$ cat config.mk
export PLATFORM = sky130hd
export DESIGN_NAME = rcs_sequencer
export DESIGN_NICKNAME = d
export VERILOG_FILES = /design/src/rcs_sequencer.v
export VERILOG_INCLUDE_DIRS = /design/src
export SDC_FILE = /design/constraint.sdc
export NUM_CORES = 1
export LEC_CHECK = 0
export ABC_AREA = 0
export BUFFER_PORTS_ARGS = -buffer_cell sky130_fd_sc_hd__buf_2
export CAP_MARGIN = 40
export CORE_MARGIN = 4
export CORE_UTILIZATION = 58
export DETAILED_ROUTE_END_ITERATION = 7
export MAX_ROUTING_LAYER = met4
export PLACE_DENSITY_LB_ADDON = 0.12
export SYNTH_ARGS = -nofsm -noshare
export SYNTH_HDL_FRONTEND = slang
export SYNTH_SLANG_ARGS = --single-unit
$ cat constraint.sdc
create_clock -name clk_i -period 3.7 [get_ports clk_i]
set_input_delay 0.37 -clock clk_i [delete_from_list [all_inputs] [get_ports clk_i]]
set_output_delay 0.37 -clock clk_i [all_outputs]
set_load 0.01 [all_outputs]
$ cat src/rcs_defs.vh
// Constants for the reset clock source sequencer
`ifndef RCS_DEFS_VH
`define RCS_DEFS_VH

// Clock source select codes
`define RCS_SRC_LOCO 2'h0
`define RCS_SRC_FOSC 2'h1
`define RCS_SRC_MAIN 2'h2
`define RCS_SRC_PLL 2'h3

// Flash access wait settings
`define RCS_WAIT_NONE 2'h0
`define RCS_WAIT_64 2'h1
`define RCS_WAIT_80 2'h2

// Frequencies in MHz
`define RCS_MAIN_MHZ 8'h14
`define RCS_FOSC_LO_MHZ 8'h20
`define RCS_FOSC_HI_MHZ 8'h40
`define RCS_PLL_MHZ 8'h50
`define RCS_LOCO_MHZ 8'h04

// Fast oscillator settle counts
`define RCS_FOSC_WAIT_LO 16'h008E
`define RCS_FOSC_WAIT_HI 16'h010E

// Times in ns, clock period in ns
`define RCS_CLK_NS 100
`define RCS_MAIN_STAB_NS 8192000
`define RCS_PLL_STAB_NS 50000
`define RCS_FOSC_LO_STAB_NS 4438
`define RCS_FOSC_HI_STAB_NS 4219

`endif

$ cat src/rcs_sequencer.v
// Clock source sequencer with oscillator waits and flash wait guard
`include "rcs_defs.vh"
`timescale 1ns/100ps
`default_nettype none

module rcs_sequencer #(
    parameter MAIN_WAIT = (`RCS_MAIN_STAB_NS + `RCS_CLK_NS - 1) / `RCS_CLK_NS,
    parameter PLL_WAIT = (`RCS_PLL_STAB_NS + `RCS_CLK_NS - 1) / `RCS_CLK_NS,
    parameter CW = 17
) (
    // Clock and reset
    input wire clk_i,
    input wire rst_b_i,
    // Oscillator controls
    input wire main_osc_en_i,
    input wire fast_osc_en_i,
    input wire fast_osc_freq_hi_i,
    input wire [15:0] fast_osc_settle_count_i,
    input wire pll_en_i,
    input wire pll_src_fast_i,
    // System clock and flash wait
    input wire [1:0] clock_source_select_i,
    input wire [1:0] flash_access_wait_i,
    // Module stop requests
    input wire [7:0] module_stop_i,
    // Status
    output reg main_stable_o,
    output reg fast_osc_stable_o,
    output reg pll_stable_o,
    output reg [1:0] sysclk_source_o,
    output reg [7:0] core_clock_mhz_o,
    output reg [1:0] flash_access_wait_o,
    output wire switch_blocked_o,
    output wire wait_illegal_o,
    output reg [7:0] module_run_o
);

    localparam [7:0] RUN_RESET = 8'h03;

    reg [CW-1:0] main_cnt;
    reg [CW-1:0] fast_cnt;
    reg [CW-1:0] pll_cnt;
    reg fast_freq;

    // Fast osc cycles derived from its settle count
    wire [CW-1:0] fast_target = {{(CW-16){1'b0}}, fast_osc_settle_count_i};
    // Settle count of zero behaves as one cycle
    wire [CW-1:0] fast_last = (fast_target == {CW{1'b0}}) ? {CW{1'b0}}
                                                          : fast_target - 1'b1;
    wire [CW-1:0] main_last = MAIN_WAIT[CW-1:0] - 1'b1;
    wire [CW-1:0] pll_last = PLL_WAIT[CW-1:0] - 1'b1;
    wire pll_in_ok = pll_src_fast_i ? fast_osc_stable_o : main_stable_o;

    function [7:0] src_mhz;
        input [1:0] src;
        input hi;
        begin
            case (src)
                `RCS_SRC_FOSC: src_mhz = hi ? `RCS_FOSC_HI_MHZ
                                            : `RCS_FOSC_LO_MHZ;
                `RCS_SRC_MAIN: src_mhz = `RCS_MAIN_MHZ;
                `RCS_SRC_PLL: src_mhz = `RCS_PLL_MHZ;
                default: src_mhz = `RCS_LOCO_MHZ;
            endcase
        end
    endfunction

    function wait_ok;
        input [7:0] mhz;
        input [1:0] w;
        begin
            if (mhz > `RCS_FOSC_HI_MHZ)
                wait_ok = (w == `RCS_WAIT_80);
            else if (mhz >= `RCS_FOSC_LO_MHZ)
                wait_ok = (w == `RCS_WAIT_64) || (w == `RCS_WAIT_80);
            else
                wait_ok = (w != 2'h3);
        end
    endfunction

    reg src_ready;
    always @* begin
        case (clock_source_select_i)
            `RCS_SRC_FOSC: src_ready = fast_osc_stable_o;
            `RCS_SRC_MAIN: src_ready = main_stable_o;
            `RCS_SRC_PLL: src_ready = pll_stable_o;
            default: src_ready = 1'b1;
        endcase
    end

    // Requested source and its frequency
    wire [7:0] req_mhz = src_mhz(clock_source_select_i, fast_freq);
    wire src_change = clock_source_select_i != sysclk_source_o;

    // Flash wait that the next edge will hold
    wire wait_req_ok = wait_ok(core_clock_mhz_o, flash_access_wait_i);
    wire [1:0] next_flash_access_wait = wait_req_ok ? flash_access_wait_i
                                                    : flash_access_wait_o;

    // Held and coming wait must both suit the new clock
    wire req_wait_ok = wait_ok(req_mhz, flash_access_wait_o) &&
                       wait_ok(req_mhz, next_flash_access_wait);
    wire do_switch = src_change && src_ready && req_wait_ok;
    assign switch_blocked_o = src_change && !(src_ready && req_wait_ok);
    assign wait_illegal_o = !wait_req_ok;

    // Main oscillator start/stop and wait
    reg [CW-1:0] next_main_cnt;
    reg next_main_stable;
    always @* begin
        next_main_cnt = main_cnt;
        next_main_stable = main_stable_o;
        if (!main_osc_en_i) begin
            next_main_cnt = {CW{1'b0}};
            next_main_stable = 1'b0;
        end else if (main_cnt >= main_last) begin
            next_main_stable = 1'b1;
        end else begin
            next_main_cnt = main_cnt + 1'b1;
        end
    end

    // Fast oscillator; frequency latched while stopped
    reg [CW-1:0] next_fast_cnt;
    reg next_fast_stable;
    reg next_fast_freq;
    always @* begin
        next_fast_cnt = fast_cnt;
        next_fast_stable = fast_osc_stable_o;
        next_fast_freq = fast_freq;
        if (!fast_osc_en_i) begin
            next_fast_cnt = {CW{1'b0}};
            next_fast_stable = 1'b0;
            next_fast_freq = fast_osc_freq_hi_i;
        end else if (fast_cnt >= fast_last) begin
            next_fast_stable = 1'b1;
        end else begin
            next_fast_cnt = fast_cnt + 1'b1;
        end
    end

    // PLL waits only while its input is stable
    reg [CW-1:0] next_pll_cnt;
    reg next_pll_stable;
    always @* begin
        next_pll_cnt = pll_cnt;
        next_pll_stable = pll_stable_o;
        if (!pll_en_i || !pll_in_ok) begin
            next_pll_cnt = {CW{1'b0}};
            next_pll_stable = 1'b0;
        end else if (pll_cnt >= pll_last) begin
            next_pll_stable = 1'b1;
        end else begin
            next_pll_cnt = pll_cnt + 1'b1;
        end
    end

    // Source switch
    reg [1:0] next_sysclk_source;
    reg [7:0] next_core_clock_mhz;
    always @* begin
        next_sysclk_source = sysclk_source_o;
        next_core_clock_mhz = core_clock_mhz_o;
        if (do_switch) begin
            next_sysclk_source = clock_source_select_i;
            next_core_clock_mhz = req_mhz;
        end
    end

    // Oscillator state
    always @(posedge clk_i or negedge rst_b_i) begin
        if (!rst_b_i) begin
            main_cnt <= {CW{1'b0}};
            fast_cnt <= {CW{1'b0}};
            pll_cnt <= {CW{1'b0}};
            main_stable_o <= 1'b0;
            fast_osc_stable_o <= 1'b0;
            pll_stable_o <= 1'b0;
            fast_freq <= 1'b0;
        end else begin
            main_cnt <= next_main_cnt;
            main_stable_o <= next_main_stable;
            fast_cnt <= next_fast_cnt;
            fast_osc_stable_o <= next_fast_stable;
            fast_freq <= next_fast_freq;
            pll_cnt <= next_pll_cnt;
            pll_stable_o <= next_pll_stable;
        end
    end

    // Clock source and flash wait
    always @(posedge clk_i or negedge rst_b_i) begin
        if (!rst_b_i) begin
            sysclk_source_o <= `RCS_SRC_LOCO;
            core_clock_mhz_o <= `RCS_LOCO_MHZ;
            flash_access_wait_o <= `RCS_WAIT_NONE;
        end else begin
            sysclk_source_o <= next_sysclk_source;
            core_clock_mhz_o <= next_core_clock_mhz;
            flash_access_wait_o <= next_flash_access_wait;
        end
    end

    // Module run state
    always @(posedge clk_i or negedge rst_b_i) begin
        if (!rst_b_i) begin
            module_run_o <= RUN_RESET;
        end else begin
            module_run_o <= ~module_stop_i;
        end
    end

endmodule // rcs_sequencer

`default_nettype wire

-- Word-level counts from Yosys, hierarchy flattened
Index checks and enable logic that the tools add are counted.
- $add $sub $neg: 4
- order comparisons: 7
- equal/unequal tests: 18
- multiplexer cells: 24
- bitwise gates (word level): 1
- reduce and logical (&&, ||, !) cells: 15
- operators with widths (operator ; number):
    2-to-1 mux 17 bit ; 7
    adder 17 x 1 -> 17 bit, second input constant ; 3
    case mux 7 bit (3 select lines) ; 1
    greater-or-equal comparator 17 bit ; 1
    greater-or-equal comparator 17 bit, second input constant ; 1
    greater-or-equal comparator 17 x 9 -> 1 bit, second input constant ; 1
    zero test 17 bit ; 1
    subtractor 16 x 1 -> 17 bit, second input constant ; 1
    greater-or-equal comparator 8 x 6 -> 1 bit, second input constant ; 2
    > comparator 8 x 7 -> 1 bit, second input constant ; 2
    2-to-1 mux 1 bit ; 13
    inequality test 2 bit, second input constant ; 6
    equality test 2 bit, second input constant ; 5
    equality test 2 x 1 -> 1 bit, second input constant ; 4
    NOT 8 bit ; 1
    2-to-1 mux 7 bit ; 1
    logical AND 1 bit ; 5
    zero test 1 bit ; 4
    logical OR 1 bit ; 4
    inequality test 2 x 1 -> 1 bit, second input constant ; 2
    case mux 1 bit (3 select lines) ; 1
    2-to-1 mux 2 bit ; 1
    inequality test 2 bit ; 1
    nonzero test 2 bit ; 1
- flip-flop bits (word level): 75
- bits of input ports: 35
- output and inout bits: 25
- word-level logic and storage cells: 80

-- Logic depth before layout (Yosys ltp)
- depth after elaboration: 13
- depth in mapped cells: 17
- mapped depth without buffers: 15

-- Worst setup path before layout
No wires, ideal clock.
- path type: input port to flip-flop
- from: in fast_osc_settle_count_i[0]
- to: reg fast_cnt[10]
- setup time: 0.079 ns
- arrival: 3.523 ns
- required time: 3.621 ns
- slack: 0.097 ns
- stages: 17
- path buffers: 2
- cells stage by stage: inv_1 > ha_1 > nand2b_1 > nor2_1 > nand2_2 > or4_4 > or3_4 > buf_6 > nand2_1 > ha_1 > a21o_1 > nand3_1 > nand3_1 > or4b_1 > clkbuf_1 > a21oi_1 > mux2i_1
- word-level cells in the longest chain between the ends: 4
- elaborated cells between the ends (all ways): 5
- those cells by class: add/sub (1); order compare (1); eq/ne (1); mux (1); reduce/logical (1)
- RTL lines (what ; RTL line ; RTL):
    start: declaration ; rcs_sequencer.v:18 ; input wire [15:0] fast_osc_settle_count_i,
    subtractor 16 x 1 -> 17 bit or zero test 17 bit (tied branches) ; rcs_sequencer.v:49, rcs_sequencer.v:48 ;
    2-to-1 mux 17 bit (*) ; rcs_sequencer.v:48 ; wire [CW-1:0] fast_last = (fast_target == {CW{1'b0}}) ? {CW{1'b0}}
    greater-or-equal comparator 17 bit (*) ; rcs_sequencer.v:135 ; end else if (fast_cnt >= fast_last) begin
    inequality test 2 bit (no line) (*) ; n/a ;
    end signal: assignment ; rcs_sequencer.v:174 ; fast_cnt <= {CW{1'b0}};
    end signal: assignment ; rcs_sequencer.v:183 ; fast_cnt <= next_fast_cnt;
    end: declaration ; rcs_sequencer.v:41 ; reg [CW-1:0] fast_cnt;
Mark *: on every way between the ends. The rest lies on a longest branch, timed or not.
A chain may end at the register's enable or synchronous reset.

-- Worst setup path in the final report
- from: in fast_osc_settle_count_i[0]
- to: reg fast_cnt[15]
The elaborated chain is that of the path after synthesis.

==> flow_summary.toml <==
[logic_synthesis]
ys_warn_count = 0
syn_avg_cell_area_um2 = 9.298
synth_seq_area_share_pct = 41.27
synth_ff_type = "dfrtp_1"
synth-edff-count = 0
synth.area.top_cells = "dfrtp_1 (39%), ha_1 (7.8%), mux2i_1 (5.8%), nand2_1 (5.7%), xor2_1 (4.5%)"
synth_cell_types = 52
yosysTopAreaCell = "dfrtp_1"
async_reset_ff_share_pct = 100.0
synthCells = 464
synth_most_common_cell = "dfrtp_1"
yosys.area.top_type_share_pct = 39.44
synth_area_um2 = 4314
ys_seq_elements = 71
ys_top_cells_by_count = "dfrtp_1 (68), nand2_1 (66), nor2_1 (33)"

[timing]
setup_viol = 0
fin_crit_ns = 3.492
hold_ws_ns = 0.1220
hold_viol = 0
timing.fmax_ghz = 0.2864
min_period_over_period_pct = 94.38
clock_skew_ns = 0.01205
max-slew-margin-rel_pct = 47.42
worst_slew_pin_slew_ns = 0.7764
tns_ns = 0
drv_slew = 0

[placed_design]
place.detailed.hpwl_mm = 6.472
placed_area_um2 = 4800
io_buffers = 55
finalWeightedCongestion = 0.8797

[layout]
layout.nets = 602
drive_above_1_share_pct = 20.18
num_antenna_cells = 0
syn_to_final_growth_pct = 16.88
design_area_um2 = 5042

[die]
dieArea_um2 = 8882
start_util_pct = 59.48
fp.dieW_um = 94.25
rows = 31
pin_count = 60
core-area_um2 = 7253
die_y_um = 94.25

[critical_path]
cp_top_family = "simple AND/OR/NAND/NOR gates"
critPathMaxFanout = 6
crit_type = "primary input to flip-flop"
cp-start-kind = "primary input"
worstPathRequired_ns = 3.95
slowest_delay_ns = 0.51
critPathBufInv = 3
crit_chain = "buf_2, inv_1, ha_1, nand2b_1, nor2_1, nand2_2, or4_4, nor4_1, mux2i_1, ha_1, a21oi_1, o21ai_0, a21oi_1, or4b_4, buf_4, a21oi_1, mux2i_1"
cp.arrival_ns = 3.75
timing.critical_path.from = "fast_osc_settle_count_i[0]"
end_kind = "flip-flop"
cp_common_cell = "a21oi_1"
critPathSlowestCell = "or4b_4"
r2r_start = "core_clock_mhz_o[4]"

[global_routing]
grt_use_total_pct = 21.88
grt_pass1_wl_mm = 15.08
grt_remaining_overflow = 0
grt_max_degree = 35
grt_pass1_vias = 3403
antenna_found_initial = 0

[power_and_ir_drop]
p_sw_share_pct = 27.91
peakVddDrop_uv = 290.3
pwr-share-seq_pct = 46.0
pwr-share-clk_pct = 36.0
p_int_mw = 1.366
pwr-share-comb_pct = 17.9
p_leak_nw = 2.547
p_per_area_nw_per_um2 = 375.9
switchingPower_uw = 529.0

[route]
ant_nets = 0
drt_iter0_markers = 165
routed_wl_mm = 8.634
wl_per_cell_um = 13.41
drc = 0
drtPass1Iterations = 5
viasPerCell = 5.404
vias = 3480

[clocking]
clk_path_buf_depth = 2
cts.sinks = 71
cts_root_buf = "clkbuf_8"
cts_tree = "built"
worstSkewPairLatency_ns = 0.35
htree_levels = 3
cts_buffers = 9
clk_pin_slew_worst_paths_ns = 0.08

[run]
maxCapViolCount = 0

[min_path]
holdCritPathClass = "primary input to flip-flop"
hold_start = "module_stop_i[1]"

[status]
status = "completed"
[sequential cells by signal (all words and copies together) (netlist names)]
signal,cells
main_cnt,17
flash_access_wait_o,2
module_run_o,8
core_clock_mhz_o,4
sysclk_source_o,2
fast_osc_stable_o,1
fast_freq,1
fast_cnt,17
pll_cnt,17
main_stable_o,1
pll_stable_o,1
[cells in the final DEF, fill, tap and decap left out, drive strengths merged, types with 6 or more instances in the layout]
cell type / n
nand2: 67
nor2: 33
and3: 16
dfrtp: 68
o21ai: 10
buf: 75
nand4: 6
xnor2: 9
a21oi: 27
xor2: 22
and2: 17
ha: 27
nand3: 20
nor3: 6
o211ai: 6
inv: 20
clkbuf: 10
mux2i: 25
nand2b: 18
[final cells by class]
type                       instances  area, um2
clock buffer                      10      127.6
clock inverter                     6      93.84
fill                             620       2211
inverter                          19      71.32
multi-input combinational        363       2410
sequential                        71       1780
tap                               99      123.9
timing repair buffer              76      435.4
[power groups by stage]
| stage | clock network [mW] | registers [mW] | logic [mW] |
|---|---|---|---|
| 2_1_floorplan | 0 | 0.903 | 0.185 |
| 3_3_place_gp | 0 | 0.887 | 0.333 |
| 3_5_place_dp | 0 | 0.888 | 0.341 |
| 4_1_cts | 0.699 | 0.874 | 0.346 |
| 5_1_grt | 0.738 | 0.880 | 0.386 |
| 6_report | 0.683 | 0.873 | 0.340 |
[worst register-to-register path, stage by stage, from the launching register on]
cell	delay, ns
dfrtp_1	0.40
nor3_1	0.22
nand2_1	0.07
o21ai_0	0.07
nand2_1	0.06
o21ai_1	0.22
mux2_2	0.41
ha_1	0.27
nor4b_1	0.27
o21ai_1	0.13
o41ai_1	0.13
inv_2	0.08
nor2_1	0.33
mux2_2	0.38
[routing by layer]
layer | up-vias | GRT usage, % | part of all wire, %
met2 | 71 | 35.52 | 49
met1 | 1644 | 27.52 | 45
met3 | 11 | 4.647 | 3.9
met5 | - | - | 0
li1 | 1754 | - | -
met4 | 0 | 6.859 | 1.7
[cells by family (layout without fill, tap and decap cells)]
logic type / after synthesis / count (layout) / share of synthesized area [%]
flops: 71 / 71 / 41.27
xor+xnor: 31 / 31 / 6.293
compound gates: 64 / 64 / 9.513
mux: 30 / 30 / 7.105
other cells: 2 / 5 / 0.1741
simple gates: 206 / 206 / 24.42
buf+inv: 33 / 111 / 3.393
fa+ha+maj: 27 / 27 / 7.831
[timing repair]
item,4_1_cts,5_1_grt
hold buffers,1,0
buffers inserted,0,0
endpoints found under the hold margin,17,0
gates resized for setup,0,3
endpoints found under the setup margin,0,8
[through the flow]
step / instances / util, % / setup WS [ns] / total power [mW]
floorplan: 467 / - / 0.09738 / 1.089
global placement: 627 / 66.17 / -0.1349 / 1.220
detailed placement: 627 / 66.17 / -0.2227 / 1.229
CTS: 644 / 69.36 / 0.1186 / 1.919
global route: 644 / 69.52 / -0.002234 / 2.004
finish: 644 / 69.52 / 0.2079 / 1.895
[path summary, 6_finish.rpt]
kind | to | slack (ns) | cells past startpoint
worst max-delay path | fast_cnt[15] | 0.21 | 17
worst min-delay path | module_run_o[1] | 0.12 | 2
worst max register to register | core_clock_mhz_o[5] | 0.53 | 13
worst min register to register | core_clock_mhz_o[2] | 0.47 | 2
max in group asynchronous | module_run_o[0] | 2.36 | 3
min in group asynchronous | flash_access_wait_o[1] | 0.53 | 2
No activity file was read; power rests on OpenSTA's default activity.
